===== config.mk =====
export PLATFORM = sky130hd
export DESIGN_NAME = sweep_point_trigger_sequencer
export DESIGN_NICKNAME = d
export VERILOG_FILES = /design/src/hdl/sweep_pkg.sv /design/src/hdl/pin_sync.sv /design/src/hdl/sweep_point_trigger_sequencer.sv
export SDC_FILE = /design/constraint.sdc
export NUM_CORES = 2
export LEC_CHECK = 0
export BUFFER_PORTS_ARGS = -buffer_cell sky130_fd_sc_hd__buf_2
export CORE_UTILIZATION = 60
export CTS_BUF_LIST = sky130_fd_sc_hd__clkbuf_8
export DETAILED_ROUTE_END_ITERATION = 10
export PLACE_DENSITY = 0.78
export SLEW_MARGIN = 20
export SYNTH_ARGS = -nofsm -noshare
export SYNTH_HDL_FRONTEND = slang
export SYNTH_SLANG_ARGS = --single-unit

===== constraint.sdc =====
create_clock -name aclk -period 12.85 [get_ports aclk]
set_clock_uncertainty 0.2 [all_clocks]
set_input_delay 0.6425 -clock aclk [delete_from_list [all_inputs] [get_ports aclk]]
set_output_delay 0.6425 -clock aclk [all_outputs]
set_load 0.05 [all_outputs]

===== src/hdl/sweep_pkg.sv =====
package sweep_pkg;

  // ----------------------------------------------------------------
  // Clock and timing
  // ----------------------------------------------------------------
  localparam int unsigned CLK_MHZ = 125;
  localparam int unsigned PROC_TIME_US = 50;
  localparam int unsigned PROC_CYCLES = PROC_TIME_US * CLK_MHZ;
  localparam int unsigned LEAD_TIME_US = 50;
  localparam int unsigned LEAD_CYCLES = LEAD_TIME_US * CLK_MHZ;
  localparam int unsigned TAIL_TIME_US = 50;
  localparam int unsigned TAIL_CYCLES = TAIL_TIME_US * CLK_MHZ;
  // Dwell and timer are programmed in microseconds
  localparam int unsigned DWELL_MIN_US = 100;
  localparam int unsigned DWELL_MAX_US = 500000000;
  localparam int unsigned TIMER_MIN_US = 500;
  localparam int unsigned TIMER_MAX_US = 1000000000;
  localparam int unsigned US_CYCLES = CLK_MHZ;
  localparam logic [31:0] DWELL_RESET = 32'h0000_03e8;
  localparam logic [31:0] TIMER_RESET = 32'h0000_03e8;
  localparam int unsigned TABLE_DEPTH = 16;
  localparam int unsigned PTR_W = 4;

  // ----------------------------------------------------------------
  // Register map (byte addresses)
  // ----------------------------------------------------------------
  localparam logic [7:0] CTRL_OFS = 8'h00;
  localparam logic [7:0] STATUS_OFS = 8'h04;
  localparam logic [7:0] DWELL_OFS = 8'h08;
  localparam logic [7:0] TIMER_OFS = 8'h0c;
  localparam logic [7:0] POINTS_OFS = 8'h10;
  localparam logic [7:0] CMD_OFS = 8'h14;
  localparam logic [7:0] TABLE_OFS = 8'h40;

  // CTRL fields
  localparam int unsigned SWP_SRC_LSB = 0;
  localparam int unsigned PNT_SRC_LSB = 4;
  localparam int unsigned EXT_POL_BIT = 8;
  localparam int unsigned TABLE_MODE_BIT = 9;
  localparam int unsigned ROUTE_SETTLED_BIT = 10;
  localparam int unsigned SRQ_EN_BIT = 11;
  localparam int unsigned CONT_BIT = 12;
  localparam logic [31:0] CTRL_RESET = 32'h0000_0000;
  // STATUS fields
  localparam int unsigned SETTLED_BIT = 0;
  localparam int unsigned READY_BIT = 1;
  localparam int unsigned SETTLE_EDGE_BIT = 2;
  localparam int unsigned SWEEPING_BIT = 3;
  // CMD fields
  localparam int unsigned CMD_INIT_BIT = 0;
  localparam int unsigned CMD_TRG_BIT = 1;
  localparam int unsigned CMD_ABORT_BIT = 2;
  localparam int unsigned CMD_CLR_BIT = 3;

  typedef enum logic [2:0] {
    SRC_FREE = 3'b000,
    SRC_KEY = 3'b001,
    SRC_BUS = 3'b010,
    SRC_EXT = 3'b011,
    SRC_TIMER = 3'b100
  } trig_src_type;

  typedef enum logic [2:0] {
    ST_IDLE = 3'b000,
    ST_ARMED = 3'b001,
    ST_WAIT_PT = 3'b010,
    ST_PROC = 3'b011,
    ST_LEAD = 3'b100,
    ST_SETTLE = 3'b101,
    ST_TAIL = 3'b110
  } seq_state_type;

  // Trigger event group fed to both selectors
  typedef struct packed {
    logic key;
    logic bus;
    logic ext;
    logic timer;
  } trig_events_type;

endpackage : sweep_pkg


===== src/hdl/pin_sync.sv =====
`timescale 1ns/100ps

// Three-stage synchroniser; a level counts once stages two and three agree.
module pin_sync
  import sweep_pkg::*;
(
  input wire logic aclk, // System clock
  input wire logic aresetn, // Synchronous reset, active low
  input wire logic ce, // Clock enable
  input wire logic pin, // Asynchronous pin
  output logic level, // Filtered level
  output logic rise, // One-cycle pulse on filtered rise
  output logic fall // One-cycle pulse on filtered fall
);

  logic [2:0] sync_q;
  logic level_q;
  wire agree = sync_q[1] == sync_q[2];

  always_ff @(posedge aclk)
  begin
    if (!aresetn)
    begin
      sync_q <= 3'h0;
      level_q <= 1'b0;
    end
    else if (ce)
    begin
      sync_q <= {sync_q[1:0], pin};
      if (agree)
        level_q <= sync_q[2];
    end
  end

  assign level = level_q;
  assign rise = ce && agree && sync_q[2] && !level_q;
  assign fall = ce && agree && !sync_q[2] && level_q;

endmodule : pin_sync


===== src/hdl/sweep_point_trigger_sequencer.sv =====
`timescale 1ns/100ps

// Operation
// - Separate sweep and point source selectors, each free, key, bus, external, timer.
// - Free-run sweep source starts the sweep as soon as ready.
// - Free-run point source holds each point for the dwell, then advances.
// - One dwell for stepped sweeps; per-entry dwell from the table otherwise.
// - Dwell accepts 100 us up to 500 s; outside values are clamped.
// - A key press starts the sweep or advances one point.
// - A bus trigger command starts the sweep or advances one point.
// - External input triggers on a selectable polarity, high or low true.
// - Periodic timer 0.5 ms to 1000 s triggers regardless of settling.
// - About 50 us after an external point trigger, handshake output drops.
// - 50 us later the settled line drops and the point change starts.
// - Settled rises when settled; handshake output rises 50 us later.
// - New point triggers are taken only once the handshake output is high.
// - When enabled, a service request is raised once the output settles.
// - Status holds a settled bit and a sticky record of its rising edge.
// - Settled may be routed to the handshake output connector.
// - Status bit 3 reads one while sweeping, zero after the sweep ends.
module sweep_point_trigger_sequencer
  import sweep_pkg::*;
(
  input wire logic aclk, // 125 MHz clock
  input wire logic aresetn, // Synchronous reset, active low
  input wire logic ce, // Clock enable, freezes all state when low
  input wire logic [31:0] s_axi_awaddr, // Write address
  input wire logic s_axi_awvalid, // Write address valid
  output logic s_axi_awready, // Write address ready
  input wire logic [31:0] s_axi_wdata, // Write data
  input wire logic [3:0] s_axi_wstrb, // Write strobes
  input wire logic s_axi_wvalid, // Write data valid
  output logic s_axi_wready, // Write data ready
  output logic [1:0] s_axi_bresp, // Write response
  output logic s_axi_bvalid, // Write response valid
  input wire logic s_axi_bready, // Write response ready
  input wire logic [31:0] s_axi_araddr, // Read address
  input wire logic s_axi_arvalid, // Read address valid
  output logic s_axi_arready, // Read address ready
  output logic [31:0] s_axi_rdata, // Read data
  output logic [1:0] s_axi_rresp, // Read response
  output logic s_axi_rvalid, // Read data valid
  input wire logic s_axi_rready, // Read data ready
  input wire logic trigger_key_n, // Front-panel key, low while pressed
  input wire logic point_trigger_input, // External trigger pin
  input wire logic settle_done, // Point change has settled (same clock)
  output logic point_change, // Pulse: apply next point's settings
  output logic [15:0] point_index, // Current point number
  output logic source_settled, // Settled indicator
  output logic ready_handshake_output, // Handshake output connector
  output logic service_request // Service request to the instrument bus
);

  // ----------------------------------------------------------------
  // Helpers
  // ----------------------------------------------------------------
  function automatic logic [31:0] clamp_us(input logic [31:0] v, input logic [31:0] lo,
                                           input logic [31:0] hi);
    clamp_us = (v < lo) ? lo : ((v > hi) ? hi : v);
  endfunction : clamp_us

  function automatic logic src_hit(input trig_src_type s, input trig_events_type e);
    case (s)
      SRC_FREE: src_hit = 1'b1;
      SRC_KEY: src_hit = e.key;
      SRC_BUS: src_hit = e.bus;
      SRC_EXT: src_hit = e.ext;
      SRC_TIMER: src_hit = e.timer;
      default: src_hit = 1'b0;
    endcase
  endfunction : src_hit

  // ----------------------------------------------------------------
  // Registers
  // ----------------------------------------------------------------
  logic [31:0] ctrl_q;
  logic [31:0] dwell_q;
  logic [31:0] timer_q;
  logic [15:0] points_q;
  logic [31:0] table_q [TABLE_DEPTH];
  logic settle_edge_q;
  logic bus_trg_q, init_q, abort_q;
  logic aw_done_q, w_done_q, bvalid_q, rvalid_q;
  logic [31:0] awaddr_q, wdata_q, rdata_q;
  logic [3:0] wstrb_q;
  logic bresp_err_q, rresp_err_q;

  seq_state_type state_q;
  logic [31:0] cnt_q;
  logic [15:0] idx_q;
  logic settled_q, hs_q, srq_q, chg_q;

  wire trig_src_type sweep_src = trig_src_type'(ctrl_q[SWP_SRC_LSB +: 3]);
  wire trig_src_type point_src = trig_src_type'(ctrl_q[PNT_SRC_LSB +: 3]);
  wire ext_pol = ctrl_q[EXT_POL_BIT];
  wire table_mode = ctrl_q[TABLE_MODE_BIT];
  wire route_settled = ctrl_q[ROUTE_SETTLED_BIT];
  wire srq_en = ctrl_q[SRQ_EN_BIT];
  wire cont_mode = ctrl_q[CONT_BIT];

  // ----------------------------------------------------------------
  // AXI4-Lite write path
  // ----------------------------------------------------------------
  wire aw_take = s_axi_awvalid && !aw_done_q && !bvalid_q;
  wire w_take = s_axi_wvalid && !w_done_q && !bvalid_q;
  wire [31:0] wr_addr = aw_take ? s_axi_awaddr : awaddr_q;
  wire [31:0] wr_data = w_take ? s_axi_wdata : wdata_q;
  wire [3:0] wr_strb = w_take ? s_axi_wstrb : wstrb_q;
  wire wr_go = ce && (aw_take || aw_done_q) && (w_take || w_done_q) && !bvalid_q;
  wire [7:0] wr_ofs = wr_addr[7:0];
  wire wr_tbl = wr_ofs >= TABLE_OFS && wr_ofs < TABLE_OFS + 8'(4 * TABLE_DEPTH);
  wire [PTR_W-1:0] wr_tidx = wr_ofs[2 +: PTR_W];
  wire wr_ok = wr_tbl || wr_ofs == CTRL_OFS || wr_ofs == DWELL_OFS ||
    wr_ofs == TIMER_OFS || wr_ofs == POINTS_OFS || wr_ofs == CMD_OFS || wr_ofs == STATUS_OFS;
  wire cmd_wr = wr_go && wr_ofs == CMD_OFS && wr_strb[0];

  function automatic logic [31:0] merge(input logic [31:0] old, input logic [31:0] nw,
                                        input logic [3:0] st);
    for (int b = 0; b < 4; b++)
      merge[8*b +: 8] = st[b] ? nw[8*b +: 8] : old[8*b +: 8];
  endfunction : merge

  assign s_axi_awready = ce && !aw_done_q && !bvalid_q;
  assign s_axi_wready = ce && !w_done_q && !bvalid_q;
  assign s_axi_bvalid = bvalid_q;
  assign s_axi_bresp = bresp_err_q ? 2'h2 : 2'h0;

  always_ff @(posedge aclk)
  begin
    if (!aresetn)
    begin
      aw_done_q <= 1'b0;
      w_done_q <= 1'b0;
      bvalid_q <= 1'b0;
      bresp_err_q <= 1'b0;
      awaddr_q <= 32'h0;
      wdata_q <= 32'h0;
      wstrb_q <= 4'h0;
    end
    else if (ce)
    begin
      if (aw_take)
        awaddr_q <= s_axi_awaddr;
      if (w_take)
      begin
        wdata_q <= s_axi_wdata;
        wstrb_q <= s_axi_wstrb;
      end
      aw_done_q <= (aw_done_q || aw_take) && !wr_go;
      w_done_q <= (w_done_q || w_take) && !wr_go;
      if (wr_go)
      begin
        bvalid_q <= 1'b1;
        bresp_err_q <= !wr_ok;
      end
      else if (s_axi_bready)
        bvalid_q <= 1'b0;
    end
  end

  always_ff @(posedge aclk)
  begin
    if (!aresetn)
    begin
      ctrl_q <= CTRL_RESET;
      dwell_q <= DWELL_RESET;
      timer_q <= TIMER_RESET;
      points_q <= 16'h0001;
    end
    else if (wr_go)
    begin
      if (wr_ofs == CTRL_OFS)
        ctrl_q <= merge(ctrl_q, wr_data, wr_strb);
      if (wr_ofs == DWELL_OFS)
        dwell_q <= merge(dwell_q, wr_data, wr_strb);
      if (wr_ofs == TIMER_OFS)
        timer_q <= merge(timer_q, wr_data, wr_strb);
      if (wr_ofs == POINTS_OFS)
        points_q <= 16'(merge({16'h0, points_q}, wr_data, wr_strb));
    end
  end

  always_ff @(posedge aclk)
  begin
    if (wr_go && wr_tbl)
      table_q[wr_tidx] <= merge(table_q[wr_tidx], wr_data, wr_strb);
  end

  // Command strobes are single-cycle pulses taken from the CMD register
  always_ff @(posedge aclk)
  begin
    if (!aresetn)
    begin
      bus_trg_q <= 1'b0;
      init_q <= 1'b0;
      abort_q <= 1'b0;
    end
    else if (ce)
    begin
      bus_trg_q <= cmd_wr && wr_data[CMD_TRG_BIT];
      init_q <= cmd_wr && wr_data[CMD_INIT_BIT];
      abort_q <= cmd_wr && wr_data[CMD_ABORT_BIT];
    end
  end

  // ----------------------------------------------------------------
  // AXI4-Lite read path
  // ----------------------------------------------------------------
  wire [7:0] rd_ofs = s_axi_araddr[7:0];
  wire rd_tbl = rd_ofs >= TABLE_OFS && rd_ofs < TABLE_OFS + 8'(4 * TABLE_DEPTH);
  wire sweeping = state_q != ST_IDLE;
  wire [31:0] status_word = {28'h0, sweeping, settle_edge_q, hs_q, settled_q};
  wire rd_take = ce && s_axi_arvalid && !rvalid_q;
  wire [31:0] rd_val =
    rd_tbl ? table_q[rd_ofs[2 +: PTR_W]] :
    rd_ofs == CTRL_OFS ? ctrl_q :
    rd_ofs == STATUS_OFS ? status_word :
    rd_ofs == DWELL_OFS ? dwell_q :
    rd_ofs == TIMER_OFS ? timer_q :
    rd_ofs == POINTS_OFS ? {16'h0, points_q} :
    rd_ofs == CMD_OFS ? 32'h0 : 32'h0;
  wire rd_ok = rd_tbl || rd_ofs == CTRL_OFS || rd_ofs == STATUS_OFS || rd_ofs == DWELL_OFS ||
    rd_ofs == TIMER_OFS || rd_ofs == POINTS_OFS || rd_ofs == CMD_OFS;

  assign s_axi_arready = ce && !rvalid_q;
  assign s_axi_rvalid = rvalid_q;
  assign s_axi_rdata = rdata_q;
  assign s_axi_rresp = rresp_err_q ? 2'h2 : 2'h0;

  always_ff @(posedge aclk)
  begin
    if (!aresetn)
    begin
      rvalid_q <= 1'b0;
      rdata_q <= 32'h0;
      rresp_err_q <= 1'b0;
    end
    else if (ce)
    begin
      if (rd_take)
      begin
        rvalid_q <= 1'b1;
        rdata_q <= rd_val;
        rresp_err_q <= !rd_ok;
      end
      else if (s_axi_rready)
        rvalid_q <= 1'b0;
    end
  end

  // ----------------------------------------------------------------
  // Trigger sources
  // ----------------------------------------------------------------
  logic ext_rise, ext_fall, key_fall;
  logic [31:0] per_cnt_q, per_us_q;
  logic [7:0] us_cnt_q;

  pin_sync ext_sync (
    .aclk(aclk), .aresetn(aresetn), .ce(ce), .pin(point_trigger_input),
    .level(), .rise(ext_rise), .fall(ext_fall)
  );
  pin_sync key_sync (
    .aclk(aclk), .aresetn(aresetn), .ce(ce), .pin(trigger_key_n),
    .level(), .rise(), .fall(key_fall)
  );

  wire us_tick = us_cnt_q == 8'(US_CYCLES - 1);
  wire [31:0] period_us = clamp_us(timer_q, 32'(TIMER_MIN_US), 32'(TIMER_MAX_US));
  wire timer_tick = us_tick && per_us_q >= period_us - 32'h1;

  // Periodic timer runs free of the point sequence so settling never stretches it
  always_ff @(posedge aclk)
  begin
    if (!aresetn)
    begin
      us_cnt_q <= 8'h0;
      per_us_q <= 32'h0;
    end
    else if (ce)
    begin
      us_cnt_q <= us_tick ? 8'h0 : us_cnt_q + 8'h1;
      if (us_tick)
        per_us_q <= timer_tick ? 32'h0 : per_us_q + 32'h1;
    end
  end
  assign per_cnt_q = per_us_q;

  trig_events_type ev;
  assign ev.key = key_fall;
  assign ev.bus = bus_trg_q;
  assign ev.ext = ext_pol ? ext_rise : ext_fall;
  assign ev.timer = timer_tick;

  // ----------------------------------------------------------------
  // Point sequencer
  // ----------------------------------------------------------------
  wire [31:0] dwell_raw = table_mode ? table_q[idx_q[PTR_W-1:0]] : dwell_q;
  wire [31:0] dwell_us = clamp_us(dwell_raw, 32'(DWELL_MIN_US), 32'(DWELL_MAX_US));
  wire last_point = idx_q + 16'h1 >= points_q;
  wire point_go = src_hit(point_src, ev);
  wire sweep_go = src_hit(sweep_src, ev);
  logic [31:0] dwell_cnt_q;

  always_ff @(posedge aclk)
  begin
    if (!aresetn)
    begin
      state_q <= ST_IDLE;
      cnt_q <= 32'h0;
      dwell_cnt_q <= 32'h0;
      idx_q <= 16'h0;
      settled_q <= 1'b1;
      hs_q <= 1'b1;
      chg_q <= 1'b0;
    end
    else if (ce)
    begin
      chg_q <= 1'b0;
      cnt_q <= cnt_q + 32'h1;
      if (abort_q)
      begin
        state_q <= ST_IDLE;
        settled_q <= 1'b1;
        hs_q <= 1'b1;
      end
      else
        case (state_q)
          ST_IDLE:
            if (init_q || cont_mode)
            begin
              state_q <= ST_ARMED;
              idx_q <= 16'h0;
            end
          ST_ARMED:
            if (sweep_go)
            begin
              state_q <= ST_WAIT_PT;
              dwell_cnt_q <= 32'h0;
            end
          ST_WAIT_PT:
          begin
            if (us_tick)
              dwell_cnt_q <= dwell_cnt_q + 32'h1;
            // Free run waits out the dwell; other sources need an event, taken only here
            if (point_src == SRC_FREE ? dwell_cnt_q >= dwell_us : point_go)
            begin
              state_q <= ST_PROC;
              cnt_q <= 32'h0;
            end
          end
          ST_PROC:
            if (cnt_q >= 32'(PROC_CYCLES - 1))
            begin
              hs_q <= 1'b0;
              state_q <= ST_LEAD;
              cnt_q <= 32'h0;
            end
          ST_LEAD:
            if (cnt_q >= 32'(LEAD_CYCLES - 1))
            begin
              settled_q <= 1'b0;
              chg_q <= 1'b1;
              state_q <= ST_SETTLE;
            end
          ST_SETTLE:
            if (settle_done && !chg_q)
            begin
              settled_q <= 1'b1;
              state_q <= ST_TAIL;
              cnt_q <= 32'h0;
            end
          ST_TAIL:
            if (cnt_q >= 32'(TAIL_CYCLES - 1))
            begin
              hs_q <= 1'b1;
              dwell_cnt_q <= 32'h0;
              if (last_point)
                state_q <= ST_IDLE;
              else
              begin
                idx_q <= idx_q + 16'h1;
                state_q <= ST_WAIT_PT;
              end
            end
          default:
            state_q <= ST_IDLE;
        endcase
    end
  end

  // ----------------------------------------------------------------
  // Settled status and service request
  // ----------------------------------------------------------------
  wire settle_rise = state_q == ST_SETTLE && settle_done && !chg_q && ce && !abort_q;
  wire clr_edge = cmd_wr && wr_data[CMD_CLR_BIT];

  always_ff @(posedge aclk)
  begin
    if (!aresetn)
    begin
      settle_edge_q <= 1'b0;
      srq_q <= 1'b0;
    end
    else if (ce)
    begin
      // A new settle event wins over a clear in the same cycle
      if (settle_rise)
        settle_edge_q <= 1'b1;
      else if (clr_edge)
        settle_edge_q <= 1'b0;
      if (settle_rise && srq_en)
        srq_q <= 1'b1;
      else if (clr_edge || !srq_en)
        srq_q <= 1'b0;
    end
  end

  assign point_change = chg_q;
  assign point_index = idx_q;
  assign source_settled = settled_q;
  assign ready_handshake_output = route_settled ? settled_q : hs_q;
  assign service_request = srq_q;

endmodule : sweep_point_trigger_sequencer


Word-level counts from Yosys, hierarchy flattened
Memory sizes are Yosys's and may differ from the RTL's. A register that Yosys moved wholly into a read port is not among the register bits.
Index checks and enable logic that the tools add are counted.
{"block": "totals", "output_inout_bits": 61, "n_memories": 1, "register_bits": 333, "wordCells": 292, "mem_bits_rw": 512, "in_bits": 111}
{"name": "table_q", "depth": 16, "word_bits": 32, "rd": 2, "rd_ports_with_merged_regs": 1, "wr": 1, "line": "sweep_point_trigger_sequencer.sv:80", "text": "logic [31:0] table_q [TABLE_DEPTH];"}
{"block": "op_classes", "add_sub_neg": 6, "n_reduce_logical": 115, "bitwise_logic": 1, "n_lt_le_gt_ge": 12, "n_mux": 72, "eq_ne": 43}
{"cell": "32-bit two-way mux", "count": 19}
{"cell": "32-bit case mux with 3 select lines", "count": 2}
{"cell": "32-bit by 1-bit adder with 32-bit output (second input constant)", "count": 3}
{"cell": "32-bit greater-or-equal comparator", "count": 2}
{"cell": "16-bit two-way mux", "count": 4}
{"cell": "8-bit two-way mux", "count": 6}
{"cell": "3-bit AND reduction", "count": 14}
{"cell": "1-bit logical AND", "count": 40}
{"cell": "8-bit by 4-bit equality test with 1-bit output (second input constant)", "count": 4}
{"cell": "8-bit by 5-bit equality test with 1-bit output (second input constant)", "count": 4}
{"cell": "32-bit by 13-bit greater-or-equal comparator with 1-bit output (second input constant)", "count": 1}
{"cell": "32-bit by 29-bit > comparator with 1-bit output (second input constant)", "count": 1}
{"cell": "32-bit by 30-bit > comparator with 1-bit output (second input constant)", "count": 1}
{"cell": "32-bit by 7-bit less-than comparator with 1-bit output (second input constant)", "count": 1}
{"cell": "32-bit by 9-bit less-than comparator with 1-bit output (second input constant)", "count": 1}
{"cell": "16-bit case mux with 2 select lines", "count": 1}
{"cell": "32-bit by 1-bit subtractor with 32-bit output (second input constant)", "count": 1}
{"cell": "2-bit AND reduction", "count": 13}
{"cell": "3-bit two-way mux", "count": 8}
{"cell": "1-bit two-way mux", "count": 21}
{"cell": "3-bit != test (second input constant)", "count": 7}
{"cell": "3-bit case mux with 7 select lines", "count": 1}
{"cell": "3-bit by 2-bit equality test with 1-bit output (second input constant)", "count": 6}
{"cell": "16-bit by 1-bit adder with 16-bit output (second input constant)", "count": 1}
{"cell": "26 further kinds", "count": 87}

Depth between registers and ports, before layout
{"block": "depth", "word_depth": 13, "mapped_depth": 32, "depth_no_buf": 26}

Modules after synthesis
A second synthesis with hierarchy kept.
{"block": "unflattened", "cells_unflattened": 3415, "area_unflattened_um2": 41776.3}
{"mod": "sweep_point_trigger_sequencer", "area_per_inst_um2": 41431.0, "seq_area_each_um2": 21961.1, "cells_each": 3379, "instances": 1}
{"mod": "pin_sync", "area_per_inst_um2": 172.7, "seq_area_each_um2": 80.1, "cells_each": 18, "instances": 2}

Worst setup path before layout
Ideal clock, no wire load.
{"block": "synth_timing", "kind": "register to register", "from": "register timer_q[23]", "to": "register cnt_q[21]", "setup_ps": 128, "n_path_buf": 5, "period_less_slack_ps": 5941, "required_time_ps": 12522, "arrival_ps": 5613, "stages_incl_launch_ff": 29, "setup_slack_ps": 6909, "path_cell_list": "dfxtp_1 > clkbuf_1 > or4_1 > or3_1 > nor4_1 > buf_2 > nor2_1 > nand2_1 > ha_1 > clkbuf_1 > nand2_1 > or4_1 > clkbuf_1 > nor2_1 > nand3_1 > nor4_1 > xor2_1 > nand2_1 > ha_1 > nand4_1 > nor3_1 > nand2_1 > nand2_1 > nor2_1 > a21oi_1 > o31ai_1 > o31ai_1 > clkbuf_1 > nor2_1"}
{"block": "synth_between", "elab_chain_cells": 11, "word_cells_on_any_way": 12, "classes_between": "add/sub: 1; order compare: 3; mux: 7; reduce/logical: 1"}
{"element": "start: declaration", "line": "sweep_point_trigger_sequencer.sv:78", "text": "logic [31:0] timer_q;"}
{"element": "start signal: assignment", "line": "sweep_point_trigger_sequencer.sv:177", "text": "timer_q <= merge(timer_q, wr_data, wr_strb);"}
{"element": "32-bit by 30-bit > comparator with 1-bit output", "line": "sweep_point_trigger_sequencer.sv:59", "text": "clamp_us = (v < lo) ? lo : ((v > hi) ? hi : v);"}
{"element": "32-bit two-way mux", "line": "sweep_point_trigger_sequencer.sv:59"}
{"element": "32-bit two-way mux (*)", "line": "sweep_point_trigger_sequencer.sv:59"}
{"element": "32-bit by 1-bit subtractor with 32-bit output (*)", "line": "sweep_point_trigger_sequencer.sv:269", "text": "wire timer_tick = us_tick && per_us_q >= period_us - 32'h1;"}
{"element": "32-bit greater-or-equal comparator (*)", "line": "sweep_point_trigger_sequencer.sv:269"}
{"element": "1-bit logical AND (*)", "line": "sweep_point_trigger_sequencer.sv:269"}
{"element": "1-bit case mux with 4 select lines (*)", "line": "sweep_point_trigger_sequencer.sv:63", "text": "case (s)"}
{"element": "1-bit two-way mux (*)", "line": "sweep_point_trigger_sequencer.sv:345", "text": "if (point_src == SRC_FREE ? dwell_cnt_q >= dwell_us : point_go)"}
{"element": "32-bit two-way mux (*)", "line": "sweep_point_trigger_sequencer.sv:345"}
{"element": "32-bit case mux with 3 select lines (*)", "line": "sweep_point_trigger_sequencer.sv:327", "text": "case (state_q)"}
{"element": "32-bit two-way mux (*)", "line": "sweep_point_trigger_sequencer.sv:320", "text": "if (abort_q)"}
{"element": "end signal: assignment", "line": "sweep_point_trigger_sequencer.sv:319", "text": "cnt_q <= cnt_q + 32'h1;"}
{"element": "end: declaration", "line": "sweep_point_trigger_sequencer.sv:89", "text": "logic [31:0] cnt_q;"}
Every way passes the cells marked *; elsewhere a longest branch is shown, timed or not.
A chain may end at the register's enable or synchronous reset.

==> results.cfg <==
[outcome]
status = finished clean

[routing]
routed_via_density = 6.72
vias = 31200
post_drt_wl_per_cell_um = 25.9
route.detailed.drc = 0
detail_route.iter0.violations = 4037
drtAntennaViolNets = 0
wirelength_um = 120000
dr.pass1.iters = 7

[place]
hpwl_um = 84100
gp_congestion = 0.957
numPlacedInstances = 4355
portBuffers = 121
dpl-instance-area_um2 = 43700

[sta]
relSlewSlack_pct = 18.2
worst_pin_slew_ps = 1220
hold_viol = 0
period_share_pct = 65.1
rsz0062_at_grt = false
slew_viol_final = 0
fmax_mhz = 120
holdWs_ps = 82.2
finalSetupTns_ps = 0
setup_viol = 0
min_period_ps = 8360

[global_routing]
grt_first_pass_wirelength_um = 181000
grt_pass1_vias = 30900
overflow = 0
grt_use_total_pct = 33.7
antenna_found_initial = 5
met3_usage_pct = 7.95
grt_start_max_net_pins = 115
use_met2_pct = 54.5
grt.busiest_layer = met2
gr-usage-met1_pct = 42.7

[clock_tree]
clkLatencyLatePin_ps = 820
postCtsHoldBufs = 40
cts_tree = yes
cts_inserted_buffers = 141
clkSlewWorstSetupHoldPaths_ps = 60
clock-root-buffer = clkbuf_8
cts.repair.resized = 0
post_cts_buffers = 0
clockBufferDepth = 3
htreeDepth = 4
cts_sinks = 849

[floorplanning]
core_um2 = 69200
die_width_um = 268
die_area_um2 = 71600
die-height_um = 268
initial_core_util_pct = 61.2
io-pin-count = 172
rows = 96

[pwr]
pwr-share-comb_pct = 7.5
p_per_area_nw_per_um2 = 120
p_int_mw = 4.21
p_leak_nw = 17.5
power_frac_seq_pct = 52.6
sw_frac_of_total_pct = 25.0
p_clk_share_pct = 39.9
peakVddDrop_v = 0.0000967
p_sw_mw = 1.40

[synth]
ys_ff_latch = 849
synth_area_um2 = 42300
async_reset_ff_share_pct = 0
yosysSeqAreaShare_pct = 52.3
syn_inst = 3455
yosys.cell_types.count = 80
ys_warn_count = 0
synthFlopType = edfxtp_1
syn_area_per_cell_um2 = 12.2
synth-edff-count = 512

[min_path]
hold_class = primary input to flip-flop

[setup_path]
path_class = flip-flop to flip-flop
startpoint_type = flip-flop
path_max_fanout = 52
cp.required_ps = 13380
cp.arrival_ps = 8890
end_kind = flip-flop

[final_layout]
area_growth_pct = 10.4
post_route_cells_drive_above_1_share_pct = 17.8
finalInstanceArea_um2 = 46700
final_nets = 3808
final_cells = 4645

[flow_run]
cap_violations = 0
## worst max-delay path, stage by stage, from the launching register on
cell and delay [ps]:
dfxtp_4 740, buf_4 800, mux2i_1 260, a22oi_1 230, a21oi_1 90, a311oi_1 1010, nand3_1 280, o21ai_0 300
o21ai_1 200, a31oi_1 750, nor3_1 190, ha_1 310, nand2b_1 140, nand3_1 80, a211o_1 140, a311oi_1 80
a2111oi_0 590, o21ai_0 420, o31ai_1 810, o31ai_4 250, buf_8 250, nor2_1 120
## synthesized netlist by cell type, drive strengths merged (17+ instances only)
| master | count | area (um^2) |
|---|---|---|
| or3 | 18 | 113 |
| clkbuf | 147 | 553 |
| nor2 | 303 | 1140 |
| buf | 71 | 439 |
| ha | 89 | 1110 |
| inv | 86 | 323 |
| xor2 | 63 | 552 |
| nand3 | 66 | 335 |
| a21o | 27 | 203 |
| a22oi | 48 | 360 |
| a221oi | 20 | 175 |
| nor3 | 44 | 235 |
| nor4 | 31 | 209 |
| and2 | 32 | 200 |
| nor2b | 39 | 244 |
| nand4 | 40 | 250 |
| o21ai | 86 | 430 |
| nor3b | 28 | 210 |
| nand2 | 379 | 1420 |
| xnor2 | 56 | 490 |
| o211ai | 17 | 128 |
| a21boi | 40 | 300 |
| mux2i | 151 | 1510 |
| a211oi | 24 | 180 |
| dfxtp | 337 | 6750 |
| a21oi | 128 | 641 |
| mux2 | 22 | 248 |
| mux4 | 250 | 5670 |
| o211a | 95 | 951 |
| and3 | 29 | 181 |
| o22ai | 20 | 125 |
| edfxtp | 512 | 15400 |
## cell usage in the layout (no fill, tap or decap), types with 40 or more instances in the layout
master,synthesis,routed
nand4_1,40,40
dfxtp_1,337,334
ha_1,89,89
mux2i_1,151,151
clkbuf_8,0,155
a22oi_1,48,48
a21oi_1,128,128
a21boi_0,40,40
xor2_1,63,63
o211a_1,95,95
nor3_1,41,41
o21ai_0,83,82
edfxtp_1,512,512
dlygate4sd3_1,0,40
nor2_1,302,302
nand3_1,65,65
xnor2_1,56,56
mux4_2,239,239
buf_2,22,118
buf_4,20,60
inv_1,86,134
nand2_1,379,379
## flip-flops by register name (all words and copies together) (netlist names), 3 cells and up, named ones only
signal	cells
table_q	512
cnt_q	32
ctrl_q	32
dwell_cnt_q	32
dwell_q	32
per_cnt_q	32
s_axi_rdata	32
timer_q	32
wdata_q	32
point_index	16
points_q	16
awaddr_q	8
us_cnt_q	8
wstrb_q	4
ext_sync.sync_q	3
key_sync.sync_q	3
state_q	3
## area by class of cell
type                            instances  area [um^2]
Sequential cell                       849        22100
Antenna cell                            2         5.00
Clock buffer                          155         2130
Inverter                               86          323
Timing Repair Buffer                  223         1510
Clock inverter                         92          449
Multi-Input combinational cell       2307        19000
Tap cell                              931         1160
Fill cell                            4796        22500
## cell families after synthesis
family / share of synthesized area (%)
simple gates: 11.9
flops: 52.3
compound gates: 10.0
mux: 17.6
buf+inv: 3.11
xor+xnor: 2.46
fa+ha+maj: 2.63
other cells: 0.0178
## path summary, 6_finish.rpt
path | startpoint | to | slack (ps) | cells after the start
setup / recovery | flip-flop | cnt_q[31]$_SDFFE_PN0P_ | 4490 | 21
hold reg to reg | wdata_q[13]$_SDFFE_PN0P_ | wdata_q[13]$_SDFFE_PN0P_ | 270 | 2
hold / removal | s_axi_wvalid | aw_done_q$_SDFFE_PN0P_ | 80 | 4
setup reg to reg | flip-flop | cnt_q[31]$_SDFFE_PN0P_ | 4490 | 21
## per-layer routing
| layer | vias to the layer above | wire, um |
|---|---|---|
| met2 | 1991 | 56500 |
| met5 | - | 28 |
| met3 | 391 | 13000 |
| li1 | 13500 | - |
| met1 | 15300 | 44400 |
| met4 | 4 | 6340 |
## through the flow
| step | total power, mW | setup WS, ps | util, % |
|---|---|---|---|
| floorplan | 3.25 | 6910 | - |
| global placement | 3.38 | 4940 | 63.2 |
| detailed placement | 3.40 | 4730 | 63.2 |
| CTS | 5.60 | 4700 | 67.5 |
| global route | 5.76 | 4290 | 67.5 |
| finish | 5.60 | 4490 | 67.5 |
## power groups by stage
stage	clock [mW]	combinational (mW)	sequential [mW]
6_report	2.24	0.420	2.95
2_1_floorplan	0	0.235	3.02
3_3_place_gp	0	0.376	3.00
5_1_grt	2.37	0.437	2.95
4_1_cts	2.25	0.405	2.95
3_5_place_dp	0	0.394	3.00
(Power assumes the default switching activity.)
